`src/rtl/fault_escalation_regs.svh`:
```
// constants for the fault escalation unit
`ifndef FAULT_ESCALATION_REGS_SVH
`define FAULT_ESCALATION_REGS_SVH

// ----------------------------------------
// vectors
// ----------------------------------------
`define VEC_DE         8'h00
`define VEC_NMI        8'h02
`define VEC_DF         8'h08
`define VEC_CSO        8'h09
`define VEC_TS         8'h0A
`define VEC_NP         8'h0B
`define VEC_SS         8'h0C
`define VEC_GP         8'h0D
`define VEC_PF         8'h0E

// ----------------------------------------
// error codes
// ----------------------------------------
`define ERR_ZERO       32'h0000_0000
`define SEL_INDEX_MASK 16'hFFFC

// ----------------------------------------
// register offsets
// ----------------------------------------
`define OFS_CTRL       8'h00
`define OFS_STATUS     8'h04
`define OFS_LASTVEC    8'h08
`define OFS_LASTERR    8'h0C

// ----------------------------------------
// fields and reset values
// ----------------------------------------
`define CTRL_LONG_BIT  0
`define CTRL_RESET     32'h0000_0000
`define CTRL_LONG_RST  1'b0
`define STAT_STATE_LSB 0
`define STAT_CLASS_LSB 3
`define STAT_INNMI_BIT 5
`define STAT_LOCK_BIT  6

`endif

```
`src/rtl/fault_escalation_pkg.sv`:
```
// types for the fault escalation unit
package fault_escalation_pkg;

   typedef enum logic [2:0] {
      ST_IDLE    = 3'h1,
      ST_DELIVER = 3'h2,
      ST_SHUT    = 3'h4
   } state_t;

   typedef enum logic [1:0] {
      CL_BENIGN  = 2'h0,
      CL_CONTRIB = 2'h1,
      CL_PAGE    = 2'h2,
      CL_DOUBLE  = 2'h3
   } class_t;

   typedef enum logic [1:0] {
      SRC_LOAD      = 2'h0,
      SRC_TASK_PRE  = 2'h1,
      SRC_TASK_POST = 2'h2,
      SRC_GATE      = 2'h3
   } src_t;

   typedef enum logic [3:0] {
      C_TSS_LIMIT   = 4'h0,
      C_LDT_NOT_GDT = 4'h1,
      C_LDT_OUT     = 4'h2,
      C_LDT_TYPE    = 4'h3,
      C_LDT_ABSENT  = 4'h4,
      C_CS_RANGE    = 4'h5,
      C_CS_CONF     = 4'h6,
      C_CS_NONCONF  = 4'h7,
      C_CS_EXEC     = 4'h8,
      C_DS_RANGE    = 4'h9,
      C_DS_READ     = 4'hA,
      C_SS_RANGE    = 4'hB,
      C_SS_DPL      = 4'hC,
      C_SS_RPL      = 4'hD,
      C_SS_WRITE    = 4'hE,
      C_ABSENT      = 4'hF
   } cond_t;

   typedef enum logic [2:0] {
      SEG_DATA  = 3'h0,
      SEG_CODE  = 3'h1,
      SEG_STACK = 3'h2,
      SEG_GATE  = 3'h3,
      SEG_TSS   = 3'h4,
      SEG_LDT   = 3'h5
   } seg_t;

   typedef enum logic [1:0] {
      IP_FAULT    = 2'h0,
      IP_NEW_TASK = 2'h1,
      IP_TRANSFER = 2'h2,
      IP_UNDEF    = 2'h3
   } ipsel_t;

endpackage

```
`src/rtl/fault_escalation.sv`:
```
// fault escalation, shutdown and error code delivery
//
// The register offsets and the strobed register port were decided locally.
`timescale 1ns/10ps
`include "fault_escalation_regs.svh"
module fault_escalation
   import fault_escalation_pkg::*;
(
   input  wire logic        clock,
   input  wire logic        srst,
   input  wire logic [7:0]  regAddr,
   input  wire logic [31:0] regWdata,
   input  wire logic        regWrite,
   input  wire logic        regRead,
   output logic [31:0]      regRdata,
   input  wire logic        excValid,
   input  wire logic [7:0]  excVector,
   input  wire logic [31:0] excErrCode,
   input  wire logic        excHasErr,
   input  wire logic        chkValid,
   input  wire src_t        chkSource,
   input  wire cond_t       chkCond,
   input  wire seg_t        chkSeg,
   input  wire logic [15:0] tssSel,
   input  wire logic [15:0] ldtSel,
   input  wire logic [15:0] csSel,
   input  wire logic [15:0] dataSel,
   input  wire logic [15:0] gateSel,
   input  wire logic [15:0] ssSel,
   input  wire logic        nmiPin,
   input  wire logic        initPin,
   input  wire logic        handlerStart,
   input  wire logic        iretDone,
   output logic             dispatchValid,
   output logic [7:0]       dispatchVector,
   output logic [31:0]      dispatchErrCode,
   output logic             dispatchHasErr,
   output ipsel_t           dispatchIpSel,
   output logic             shutdown,
   output logic             restart
);

   // ----------------------------------------
   // class decode
   // ----------------------------------------
   function automatic class_t classOf(input logic [7:0] vec);
      case (vec)
         `VEC_DE, `VEC_TS, `VEC_NP, `VEC_SS, `VEC_GP:
            classOf = CL_CONTRIB;
         `VEC_PF: classOf = CL_PAGE;
         `VEC_DF: classOf = CL_DOUBLE;
         default: classOf = CL_BENIGN;
      endcase
   endfunction

   state_t      state;
   state_t      next_state;
   class_t      dlvClass;
   logic        longMode;
   logic        nmiMeta;
   logic        nmiSync;
   logic        nmiLast;
   logic        initMeta;
   logic        initSync;
   logic        initLast;
   logic        nmiEdge;
   logic        initEdge;
   logic        nmiPending;
   logic        inNmi;
   logic        nmiLocked;
   logic        chkHit;
   logic [7:0]  chkVector;
   logic [31:0] chkErr;
   ipsel_t      chkIp;
   logic        evValid;
   logic [7:0]  evVector;
   logic [31:0] evErr;
   logic        evHasErr;
   ipsel_t      evIp;
   logic        take;
   logic        takeNmi;
   logic        goShut;
   logic        goRestart;
   logic [7:0]  next_vector;
   logic [31:0] next_err;
   logic        next_hasErr;
   ipsel_t      next_ip;
   logic [31:0] lastErr;

   // ----------------------------------------
   // check decode
   // ----------------------------------------
   fault_check_decode checks (
      .chkValid  (chkValid),
      .chkSource (chkSource),
      .chkCond   (chkCond),
      .chkSeg    (chkSeg),
      .longMode  (longMode),
      .tssSel    (tssSel),
      .ldtSel    (ldtSel),
      .csSel     (csSel),
      .dataSel   (dataSel),
      .gateSel   (gateSel),
      .ssSel     (ssSel),
      .hit       (chkHit),
      .vector    (chkVector),
      .errCode   (chkErr),
      .ipSel     (chkIp)
   );

   // ----------------------------------------
   // pin synchronisers
   // ----------------------------------------
   always_ff @(posedge clock) begin
      if (srst) begin
         nmiMeta  <= 1'b0;
         nmiSync  <= 1'b0;
         nmiLast  <= 1'b0;
         initMeta <= 1'b0;
         initSync <= 1'b0;
         initLast <= 1'b0;
      end else begin
         nmiMeta  <= nmiPin;
         nmiSync  <= nmiMeta;
         nmiLast  <= nmiSync;
         initMeta <= initPin;
         initSync <= initMeta;
         initLast <= initSync;
      end
   end

   assign nmiEdge  = nmiSync & ~nmiLast;
   assign initEdge = initSync & ~initLast;

   // ----------------------------------------
   // event merge
   // ----------------------------------------
   always_comb begin
      evValid  = chkHit | excValid;
      evVector = excVector;
      evErr    = excErrCode;
      evHasErr = excHasErr;
      evIp     = IP_FAULT;
      if (chkHit) begin
         evVector = chkVector;
         evErr    = chkErr;
         evHasErr = 1'b1;
         evIp     = chkIp;
      end else if (excVector == `VEC_CSO) begin
         evVector = `VEC_GP;
         evErr    = `ERR_ZERO;
         evHasErr = 1'b1;
      end
   end

   // ----------------------------------------
   // escalation
   // ----------------------------------------
   always_comb begin
      next_state  = state;
      take        = 1'b0;
      takeNmi     = 1'b0;
      goShut      = 1'b0;
      goRestart   = 1'b0;
      next_vector = evVector;
      next_err    = evErr;
      next_hasErr = evHasErr;
      next_ip     = evIp;
      case (state)
         ST_IDLE: begin
            if (evValid) begin
               take = 1'b1;
            end else if (nmiPending && !inNmi) begin
               takeNmi = 1'b1;
            end
         end
         ST_DELIVER: begin
            if (dlvClass == CL_DOUBLE && (evValid || (nmiPending && !inNmi))) begin
               goShut = 1'b1;
            end else if (evValid) begin
               take = 1'b1;
               if ((dlvClass == CL_CONTRIB && classOf(evVector) == CL_CONTRIB) ||
                   (dlvClass == CL_PAGE && classOf(evVector) != CL_BENIGN)) begin
                  next_vector = `VEC_DF;
                  next_err    = `ERR_ZERO;
                  next_hasErr = 1'b1;
                  next_ip     = IP_UNDEF;
               end
            end else if (handlerStart) begin
               next_state = ST_IDLE;
            end
         end
         ST_SHUT: begin
            if (initEdge) begin
               goRestart = 1'b1;
            end else if (nmiPending && !nmiLocked) begin
               takeNmi = 1'b1;
            end
         end
         default: next_state = ST_IDLE;
      endcase
      if (takeNmi) begin
         next_vector = `VEC_NMI;
         next_err    = `ERR_ZERO;
         next_hasErr = 1'b0;
         next_ip     = IP_FAULT;
      end
      if (take || takeNmi) begin
         next_state = ST_DELIVER;
      end
      if (goShut) begin
         next_state = ST_SHUT;
      end
      if (goRestart) begin
         next_state = ST_IDLE;
      end
   end

   always_ff @(posedge clock) begin
      if (srst) begin
         state    <= ST_IDLE;
         dlvClass <= CL_BENIGN;
      end else begin
         state <= next_state;
         if (take || takeNmi) begin
            dlvClass <= classOf(next_vector);
         end else if (next_state == ST_IDLE) begin
            dlvClass <= CL_BENIGN;
         end
      end
   end

   // ----------------------------------------
   // nmi tracking
   // ----------------------------------------
   always_ff @(posedge clock) begin
      if (srst) begin
         nmiPending <= 1'b0;
         inNmi      <= 1'b0;
         nmiLocked  <= 1'b0;
      end else begin
         if (nmiEdge) begin
            nmiPending <= 1'b1;
         end else if (takeNmi || goShut) begin
            nmiPending <= 1'b0;
         end
         if (takeNmi) begin
            inNmi <= 1'b1;
         end else if (iretDone || goRestart) begin
            inNmi <= 1'b0;
         end
         if (goShut) begin
            nmiLocked <= inNmi;
         end else if (goRestart) begin
            nmiLocked <= 1'b0;
         end
      end
   end

   // ----------------------------------------
   // dispatch outputs
   // ----------------------------------------
   always_ff @(posedge clock) begin
      if (srst) begin
         dispatchValid   <= 1'b0;
         dispatchVector  <= 8'h00;
         dispatchErrCode <= `ERR_ZERO;
         dispatchHasErr  <= 1'b0;
         dispatchIpSel   <= IP_FAULT;
         shutdown        <= 1'b0;
         restart         <= 1'b0;
         lastErr         <= `ERR_ZERO;
      end else begin
         dispatchValid <= take || takeNmi;
         restart       <= goRestart;
         shutdown      <= (next_state == ST_SHUT);
         if (take || takeNmi) begin
            dispatchVector  <= next_vector;
            dispatchErrCode <= next_err;
            dispatchHasErr  <= next_hasErr;
            dispatchIpSel   <= next_ip;
            lastErr         <= next_err;
         end
      end
   end

   // ----------------------------------------
   // register port
   // ----------------------------------------
   always_ff @(posedge clock) begin
      if (srst) begin
         longMode <= `CTRL_LONG_RST;
      end else if (regWrite && regAddr == `OFS_CTRL) begin
         longMode <= regWdata[`CTRL_LONG_BIT];
      end
   end

   always_ff @(posedge clock) begin
      if (srst) begin
         regRdata <= 32'h0000_0000;
      end else if (regRead) begin
         regRdata <= 32'h0000_0000;
         case (regAddr)
            `OFS_CTRL: regRdata[`CTRL_LONG_BIT] <= longMode;
            `OFS_STATUS: begin
               regRdata[`STAT_STATE_LSB +: 3] <= state;
               regRdata[`STAT_CLASS_LSB +: 2] <= dlvClass;
               regRdata[`STAT_INNMI_BIT]      <= inNmi;
               regRdata[`STAT_LOCK_BIT]       <= nmiLocked;
            end
            `OFS_LASTVEC: regRdata[7:0] <= dispatchVector;
            `OFS_LASTERR: regRdata <= lastErr;
            default: regRdata <= 32'h0000_0000;
         endcase
      end else begin
         regRdata <= 32'h0000_0000;
      end
   end
endmodule

```
`src/rtl/fault_check_decode.sv`:
```
// selector and descriptor check decode into a fault
`timescale 1ns/10ps
`include "fault_escalation_regs.svh"
module fault_check_decode
   import fault_escalation_pkg::*;
(
   input  wire logic        chkValid,
   input  wire src_t        chkSource,
   input  wire cond_t       chkCond,
   input  wire seg_t        chkSeg,
   input  wire logic        longMode,
   input  wire logic [15:0] tssSel,
   input  wire logic [15:0] ldtSel,
   input  wire logic [15:0] csSel,
   input  wire logic [15:0] dataSel,
   input  wire logic [15:0] gateSel,
   input  wire logic [15:0] ssSel,
   output logic             hit,
   output logic [7:0]       vector,
   output logic [31:0]      errCode,
   output ipsel_t           ipSel
);

   function automatic logic [31:0] selIndex(input logic [15:0] sel);
      selIndex = {16'h0000, sel & `SEL_INDEX_MASK};
   endfunction

   logic isTask;

   always_comb begin
      isTask  = (chkSource == SRC_TASK_PRE) || (chkSource == SRC_TASK_POST);
      hit     = chkValid;
      vector  = `VEC_TS;
      errCode = `ERR_ZERO;
      case (chkSource)
         SRC_TASK_PRE:  ipSel = IP_FAULT;
         SRC_TASK_POST: ipSel = IP_NEW_TASK;
         SRC_GATE:      ipSel = IP_TRANSFER;
         default:       ipSel = IP_FAULT;
      endcase
      case (chkCond)
         C_TSS_LIMIT: errCode = selIndex(tssSel);
         C_LDT_NOT_GDT, C_LDT_OUT, C_LDT_TYPE, C_LDT_ABSENT:
            errCode = selIndex(ldtSel);
         C_CS_RANGE, C_CS_CONF, C_CS_NONCONF, C_CS_EXEC:
            errCode = selIndex(csSel);
         C_DS_RANGE, C_DS_READ: errCode = selIndex(dataSel);
         C_SS_RANGE, C_SS_DPL, C_SS_RPL, C_SS_WRITE:
            errCode = selIndex(ssSel);
         C_ABSENT: begin
            vector = `VEC_NP;
            case (chkSeg)
               SEG_CODE:  errCode = selIndex(csSel);
               SEG_GATE:  errCode = selIndex(gateSel);
               SEG_TSS:   errCode = selIndex(tssSel);
               SEG_LDT:   errCode = selIndex(ldtSel);
               SEG_STACK: begin
                  vector  = `VEC_SS;
                  errCode = selIndex(ssSel);
               end
               default:   errCode = selIndex(dataSel);
            endcase
         end
         default: hit = 1'b0;
      endcase
      // long mode has no hardware task switch
      if (longMode && isTask) begin
         hit = 1'b0;
      end
      if (chkCond != C_ABSENT && chkSource == SRC_LOAD) begin
         hit = 1'b0;
      end
   end

endmodule

```
`config.mk`:
```
export PLATFORM = sky130hd
export DESIGN_NAME = fault_escalation
export DESIGN_NICKNAME = d
export VERILOG_FILES = /design/src/rtl/fault_escalation_pkg.sv /design/src/rtl/fault_escalation.sv /design/src/rtl/fault_check_decode.sv
export VERILOG_INCLUDE_DIRS = /design/src /design/src/rtl
export SDC_FILE = /design/constraint.sdc
export NUM_CORES = 1
export LEC_CHECK = 0
export BUFFER_PORTS_ARGS = -buffer_cell sky130_fd_sc_hd__buf_4
export CORE_ASPECT_RATIO = 1.1
export CORE_MARGIN = 4
export CORE_UTILIZATION = 51
export DETAILED_ROUTE_END_ITERATION = 6
export PLACE_DENSITY_LB_ADDON = 0.1
export SYNTH_ARGS = -nofsm -noshare
export SYNTH_HDL_FRONTEND = slang
export SYNTH_SLANG_ARGS = --single-unit
```
`constraint.sdc`:
```
create_clock -name clock -period 6 [get_ports clock]
set_clock_uncertainty 0.2 [all_clocks]
set_input_delay 1.2 -clock clock [delete_from_list [all_inputs] [get_ports clock]]
set_output_delay 1.2 -clock clock [all_outputs]
set_load 0.02 [all_outputs]
```
==> results of run 1 <==
-- power by group through the flow --
stage	combinational, W	sequential [W]	clock, W
after floorplan	0.000211	0.000717	0
after global placement	0.000425	0.000690	0
after detailed placement	0.000433	0.000691	0
after CTS	0.000435	0.000678	0.000549
after global routing	0.000473	0.000683	0.000576
final	0.000440	0.000678	0.000540
-- cell families (layout without fill, tap and decap cells) --
| group | count (synthesis) | after routing | synth area share [%] |
|---|---|---|---|
| xor+xnor | 3 | 3 | 0.467 |
| mux | 37 | 37 | 7.12 |
| buf+inv | 67 | 258 | 5.00 |
| fa+ha+maj | 3 | 3 | 0.667 |
| flops | 93 | 93 | 33.1 |
| compound gates | 258 | 258 | 34.6 |
| simple gates | 200 | 200 | 19.0 |
-- path summary, 6_finish.rpt --
check	to	cells after the start	start
setup / recovery	lastErr[4]	9	chkCond[2]
hold / removal	initSync	1	initMeta
setup reg to reg	lastErr[17]	6	state[1]
hold reg to reg	initSync	1	initMeta
-- synthesized netlist by cell type, types with 6 or more instances --
master / instances / share of area, %
sky130_fd_sc_hd__nand3_1: 10 / 0.89
sky130_fd_sc_hd__mux2i_1: 22 / 3.9
sky130_fd_sc_hd__a22oi_1: 45 / 6.0
sky130_fd_sc_hd__nor2b_1: 23 / 2.6
sky130_fd_sc_hd__nor3_1: 9 / 0.80
sky130_fd_sc_hd__a221oi_1: 7 / 1.1
sky130_fd_sc_hd__o21ai_0: 38 / 3.4
sky130_fd_sc_hd__nor2_1: 46 / 3.1
sky130_fd_sc_hd__o22ai_1: 7 / 0.78
sky130_fd_sc_hd__inv_1: 6 / 0.40
sky130_fd_sc_hd__o211ai_1: 7 / 0.93
sky130_fd_sc_hd__nand2b_1: 8 / 0.89
sky130_fd_sc_hd__mux2_2: 14 / 2.8
sky130_fd_sc_hd__o2bb2ai_1: 7 / 1.1
sky130_fd_sc_hd__dfxtp_1: 93 / 33
sky130_fd_sc_hd__clkbuf_1: 44 / 2.9
sky130_fd_sc_hd__buf_2: 9 / 0.80
sky130_fd_sc_hd__o221ai_1: 14 / 2.2
sky130_fd_sc_hd__nand2_1: 44 / 2.9
sky130_fd_sc_hd__a41oi_1: 7 / 1.1
sky130_fd_sc_hd__and2_1: 27 / 3.0
sky130_fd_sc_hd__o211a_1: 8 / 1.4
sky130_fd_sc_hd__a21oi_1: 25 / 2.2
sky130_fd_sc_hd__a221o_1: 13 / 2.3
sky130_fd_sc_hd__a22o_1: 38 / 5.9
sky130_fd_sc_hd__o21a_1: 9 / 1.2
sky130_fd_sc_hd__o22a_1: 6 / 0.93
-- metal layers --
layer  track usage [%]  part of all wire (%)
met1              38.3                    38
met2              51.5                    49
met3              6.22                    10
met4              13.3                   2.8
met5                 0                     0
-- registers in the layout, summed over array words and instances (netlist names) --
| name | flops |
|---|---|
| dispatchValid | 1 |
| longMode | 1 |
| lastErr | 32 |
| initLast | 1 |
| dispatchIpSel | 2 |
| nmiSync | 1 |
| dlvClass | 2 |
| state | 3 |
| regRdata | 32 |
| dispatchVector | 8 |
| initSync | 1 |
| inNmi | 1 |
| nmiPending | 1 |
| shutdown | 1 |
| dispatchHasErr | 1 |
| nmiLocked | 1 |
| restart | 1 |
| nmiMeta | 1 |
| nmiLast | 1 |
| initMeta | 1 |
-- cell usage in the layout, fill, tap and decap left out, drive strengths merged, types with 10 or more instances in the layout --
| master | instances |
|---|---|
| and2 | 28 |
| a221o | 13 |
| nor3 | 10 |
| nand2 | 44 |
| clkbuf | 10 |
| o221ai | 14 |
| nand3 | 10 |
| nor2 | 46 |
| a22o | 38 |
| o21ai | 38 |
| mux2i | 22 |
| nor2b | 23 |
| a22oi | 45 |
| buf | 235 |
| dfxtp | 93 |
| mux2 | 14 |
| a21oi | 25 |
-- through the flow --
| step | setup slack [ns] | area, sq um | power (W) |
|---|---|---|---|
| 3_3_place_gp | 1.60 | 7320 | 0.00111 |
| 3_5_place_dp | 1.55 | 7320 | 0.00112 |
| 2_1_floorplan | 2.39 | 5630 | 0.000928 |
| 5_1_grt | 1.60 | 7610 | 0.00173 |
| 4_1_cts | 1.90 | 7610 | 0.00166 |
| 6_report | 1.83 | 7610 | 0.00166 |
-- layout make-up --
class / instances / share of cell area, %
clock inverter: 6 / 0.691
inverter: 7 / 0.345
sequential: 93 / 24.5
tap: 143 / 2.35
clock buffer: 10 / 3.14
timing repair buffer: 235 / 23.2
multi-input combinational: 501 / 45.8
==> summary.md, run 1 <==
The area of the multi-input gates came out at 3480 sq um. Setup repair after global routing left no endpoint under its margin. Across all hold checks on the routed design, the worst slack comes to 0.240 ns.

In this run, post-CTS repair resized a total of 0 instances. The clock network fraction of design power was 32.6%; the width of the die was 108 um. The via count of the first global-routing pass was 6142; the count of input and output buffers was 230. In this design, the critical path's most frequently occurring cell is sky130_fd_sc_hd__buf_4.

For this design the ratio of total power to cell area is 218 nW/um^2. TritonCTS built the clock tree. I/O pin total: 274. Class of the worst hold path: reg -> reg. At the worst endpoint, the required time is 6.08 ns. Counting along the longest clock path gives a buffer depth of 2. Cells with a size suffix above 1 make up 32.3% of the layout. The logs give 6255 for the total number of vias and 30.8% for the combined global-route utilization of all metal layers. The switching part of the total works out to 30.5%. Data on the critical path arrives at its endpoint at 4.25 ns. The cell count after synthesis came out at 661. Yosys printed 0 warnings. The total routed wirelength is 20100 um.

For flop-to-flop paths, the worst setup slack is 2.63 ns. The type of the worst setup path was in -> reg. The tools report the core area as 10600 sq um.

The net count after synthesis is 860. The final max-slew violation count was 0; the final antenna diode count was 0. The layout overhead on the synthesized area works out to 35.2%. Buffers inserted to repair hold after CTS numbered 0. The final RePlAce weighted congestion was 0.938. Setup violations remaining at the end of the flow were counted as 0. The slowest stage of the critical path is the sky130_fd_sc_hd__and4_1 cell. The worst setup path is captured at a flip-flop. For this design the total switching power over the nets is 0.000506 W.

The worst setup path is launched from an input port. Counting every sink on the clock net gives 93. The mapped cell area was 5630 sq um. The critical path contains buffers and inverters numbering 3 combined.

Walking the worst path, the cells encountered are buf_4 > and4_1 > o22ai_2 > a21oi_1 > buf_4 > nand2b_1 > nor2_2 > buf_4 > a221o_1. The global-route wire length before repair was 31800 um. The biggest fanout along the worst timing path was 44; the static leakage was 3.23 nW. CTS placed an instance of sky130_fd_sc_hd__clkbuf_16 at the clock tree root. After the first detailed-routing iteration, the DRC count stood at 337. The share of total power dissipated in sequential elements is 40.9%.

In the routed design, unresolved DRC markers number 0. The die area came out at 12800 sq um. Async set-reset flop share out of synthesis: 0%.

In this run the core area contains 39 standard-cell rows. Cell internal power was estimated by the tool at 0.00115 W. The clock-pin slew on the worst setup and hold paths works out to 0.07 ns. For this run, the share of the core covered by cells in the final layout is 71.8%. In this run the number of H-tree levels came out at 3. Headroom to the max-slew limit came out at 15.3%. For the pin with the worst max-slew slack, the measured transition is 1.27 ns. Entering global routing, the biggest net connects 45 pins.

In the routed layout, each cell is associated on average with a via count of 6.29. The logs give 240 MHz for the maximum clock rate and 26.5% for the relative contribution of combinational cells to total power. Combined flip-flop and latch cell area: 1860 sq um. Post-CTS timing repair inserted 0 buffers for setup. Critical path's top delay family: simple AND/OR/NAND/NOR gates. The largest stage delay on the critical path works out to 0.71 ns.

For this configuration, the core starts out at a cell density of 53.1%. The logs give 979 for the cell total after placement and 0 for the count of antenna-violating nets left after detailed routing. After the last flow step, the layout net total stands at 1046. IR analysis of the VDD net gives a maximum drop of 215 uV. Once layout is complete, the cells apart from fillers number 995. The tools report the post-synthesis cell type count as 65.

The portion of the clock cycle consumed by the worst path in the final layout was 69.5%; the number of CTS-inserted buffers was 9. For the final routed database, the setup TNS stands at 0 ns. The flip-flop cell with the highest count after synthesis is sky130_fd_sc_hd__dfxtp_1.

The synthesized area per cell works out to 8.51 sq um. For this run, the detailed router's first-pass iteration total came to 5. The total overflow left after global routing is 0.

Detailed placement ended at an HPWL of 14800 um. Yosys mapped a number of flops with a built-in enable equal to 0. Counting flops and latches in the post-synthesis netlist gives 93.

The worst path needs 4.17 ns of the cycle, external delays included. Across the run, the number of max-cap violations was 0. The mean routed wirelength per cell was 20.2 um. The number of failing hold endpoints at the final stage is 0, and the number of antenna violations at the first check in global routing is 0. The share of the Yosys chip area taken by registers is 33.1%.

Filler cell count in the final layout: 849. The flow ran to the end, and the final reports show no timing, DRC or antenna violations. The clock reaches the later pin of the worst-skew pair after 0.34 ns. The die extent in y works out to 118 um.
(Power assumes the default switching activity.)
==> inputs of run 2 (changes only) <==
- CORE_UTILIZATION: 51 -> 47
- clock period: 6 -> 4.2 ns (I/O delays scaled with it)
==> run 2 against run 1 <==
Register-to-register slack worse by 1.3 ns. Utilization is 5.2 points lower. Non-clock buffer count is 9 higher. Routed wire length is 2.3% higher. Worst hold slack better by 0.011 ns. Sequential cell count stayed put. Count of clock-buffer cells in the layout stayed put. Critical path depth is 1 higher. Sequential power is 43% higher. Highest routed layer unchanged.
==> summary.md, run 2 (synthesized netlist as in run 1, its figures left out) <==
The clock-pin slew on the worst setup and hold paths was 0.06 ns. The run gives 49.3% as the worst slew margin relative to its limit. From synthesis to final layout, the design area changed by 37.3%.

For the worst-skew pair, the clock arrives at the later sink with an insertion delay of 0.34 ns. For the number of antenna violations at the first check in global routing, the log shows 0. For this design the top-level I/O count stands at 274. The biggest fanout along the worst timing path came out at 32. In the layout the commonest cells are 244 x sky130_fd_sc_hd__buf_4, 93 x sky130_fd_sc_hd__dfxtp_1, 45 x sky130_fd_sc_hd__a22oi_1, 45 x sky130_fd_sc_hd__nor2_1, 44 x sky130_fd_sc_hd__nand2_1. The portion of the clock cycle consumed by the worst path in the final layout is 79.5%. The tools report the net count reported at finish as 1055.

The cell count of the worst reg-to-reg path was 7. The final antenna diode count is 0, and the width of the die is 112 um. The largest registers in the layout are lastErr: 32 flops, regRdata: 32 flops, dispatchVector: 8 flops. Input and output buffers added on the ports amount to 230. The logs give 0 for the remaining global-route overflow and 45 for the largest net degree at the start of global routing.

Data on the critical path is required at its endpoint by 4.28 ns. The logs give 0.930 for the final RePlAce weighted congestion and 0 for the count of antenna-violating nets left after detailed routing. The die extent in y is 123 um, and the post-cts hold buffer count is 0. The count of cells along the worst hold path was 1.

The analysis attributes to cell leakage a power of 3.29 nW. The run gives 0 as the number of failing hold endpoints at the final stage. Cells with a size suffix above 1 make up 33.0% of the layout. CTS saw 93 sinks. TritonCTS built the clock tree. Counting I/O delays and the setup requirement, the final critical path takes 3.34 ns. Slew at the pin closest to its max-slew limit: 0.755 ns. Setup repair after global routing left no endpoint under its margin. For this block, the routed nets add up to 20600 um of wire.

In this run the deepest clock path goes through 2 buffers. The largest stage delay on the critical path was 0.62 ns; the number of levels in the clock H-tree was 3. Power spread over the standard cell area amounts to 323 nW/um^2.

For the final number of setup-violating endpoints, the log shows 0. The core region is 11600 sq um. The number of maximum-capacitance violations is 0. The final max-slew violation count came out at 0. The DRC violations left came out at 0.

Once the clock tree was built, the resizer swapped 0 gates to a different size. The first detailed-routing pass ran for 5 iterations. The startpoint identified for the worst hold timing path is nmiMeta. The master cell of the clock root buffer is sky130_fd_sc_hd__clkbuf_16.

The total number of vias came out at 6325. The largest individual stage delay along the critical path comes from the cell sky130_fd_sc_hd__a21oi_1. After detailed routing, the average wire length per cell comes to 20.4 um. The worst-case IR drop observed on VDD is 381 uV. The minimum setup slack among reg-to-reg paths was 1.31 ns. The logs give 9 for the number of CTS-inserted buffers and 13800 sq um for the die area. At the end of the flow the core is filled with cells to 66.6%.

Using the TritonRoute via totals, the vias-per-cell ratio works out to 6.26. The layout has 1000 filler cells. For this run, the top clock speed supported by timing is 300 MHz. The run gives 48.5% as the effective utilization at floorplan. The completed layout was analyzed and its total power is 0.00250 W. The class of the worst hold path is reg -> reg. STA classifies the critical path endpoint as a flip-flop.

Registers take 1860 sq um. The tools report the final HPWL from detailed placement as 15100 um. The data arrival time of the critical path is 3.42 ns. The worst setup path is launched from an input port. The critical path in this run is classified as in -> reg. The run finished with clean final reports.

The number of core rows is 41. The endpoint identified for the worst register-to-register timing path is lastErr[5]. The area of the multi-input gates came out at 3480 sq um.

Traced cell by cell, the critical path runs through buf_4 > inv_1 > ha_1 > a21boi_0 > o22ai_2 > a21oi_1 > nand2b_1 > nor2_2 > buf_4 > a221o_1. The number of DRC violations after detailed-routing iteration 0 is 447. Leaving out fill and tap cells, the most frequent cell in the layout is sky130_fd_sc_hd__buf_4.

In this run the post-CTS setup repair buffer count came out at 0. The worst register-to-register path begins at state[1]. The run gives 28.1% as the combined global-route utilization of all metal layers.

The global-route wire length before repair was 31200 um. In this design, the critical path's most frequently occurring cell is sky130_fd_sc_hd__buf_4. The run gives 0 ns as the final total negative setup slack. For the via count of the first global-routing pass, the log shows 5876. For hold timing, the worst endpoint is nmiSync.
## run 2: cell count changes in the layout (fill, tap and decap cells not counted)
cell / delta
sky130_fd_sc_hd__buf_4: +9
sky130_fd_sc_hd__inv_6: -2
sky130_fd_sc_hd__bufinv_16: +2
## run 2: worst max path at each step
stage,from,endpoint,slack [ns]
finish,chkSource[0],lastErr[5],0.86
global route,chkSource[0],lastErr[5],0.76
CTS,chkSource[0],lastErr[5],0.94
detailed placement,chkSource[0],lastErr[3],0.60
global placement,chkSource[0],lastErr[2],0.63
floorplan,chkSource[0],lastErr[6],0.95
## run 2: metal layers
layer	track usage [%]	share of wire [%]
met1	35.2	39
met2	49.1	49
met3	4.73	10
met4	9.24	2.3
met5	0	0
## run 2: through the flow
step / cells / hold WS [ns] / setup WS (ns) / cell area [sq um]
4_1_cts: 1011 / 0.253 / 0.940 / 7730
3_5_place_dp: 995 / 0.238 / 0.605 / 7390
2_1_floorplan: 661 / 0.214 / 0.955 / 5630
5_1_grt: 1011 / 0.275 / 0.761 / 7730
6_report: 1011 / 0.251 / 0.862 / 7730
3_3_place_gp: 995 / 0.216 / 0.632 / 7390
## run 2: area by class of cell
class / instances / area share (%)
Multi-Input combinational cell: 501 / 45.1
Timing Repair Buffer: 244 / 23.7
Inverter: 7 / 0.340
Clock inverter: 6 / 1.23
Tap cell: 150 / 2.43
Sequential cell: 93 / 24.1
Clock buffer: 10 / 3.09
## run 2: where the power goes
part / switching [W] / total [W] / internal [W]
registers: 0.0000421 / 0.000971 / 0.000929
logic: 0.000342 / 0.000640 / 0.000298
clock network: 0.000344 / 0.000887 / 0.000542
total: 0.000728 / 0.00250 / 0.00177
## run 2: worst max-delay path, delay by kind of cell
family | cells | cell delay (ns)
AOI/OAI and AO/OA | 4 | 1.40
adders and majority gates | 1 | 0.29
and+or+nand+nor | 2 | 0.41
buffers and inverters | 3 | 0.48
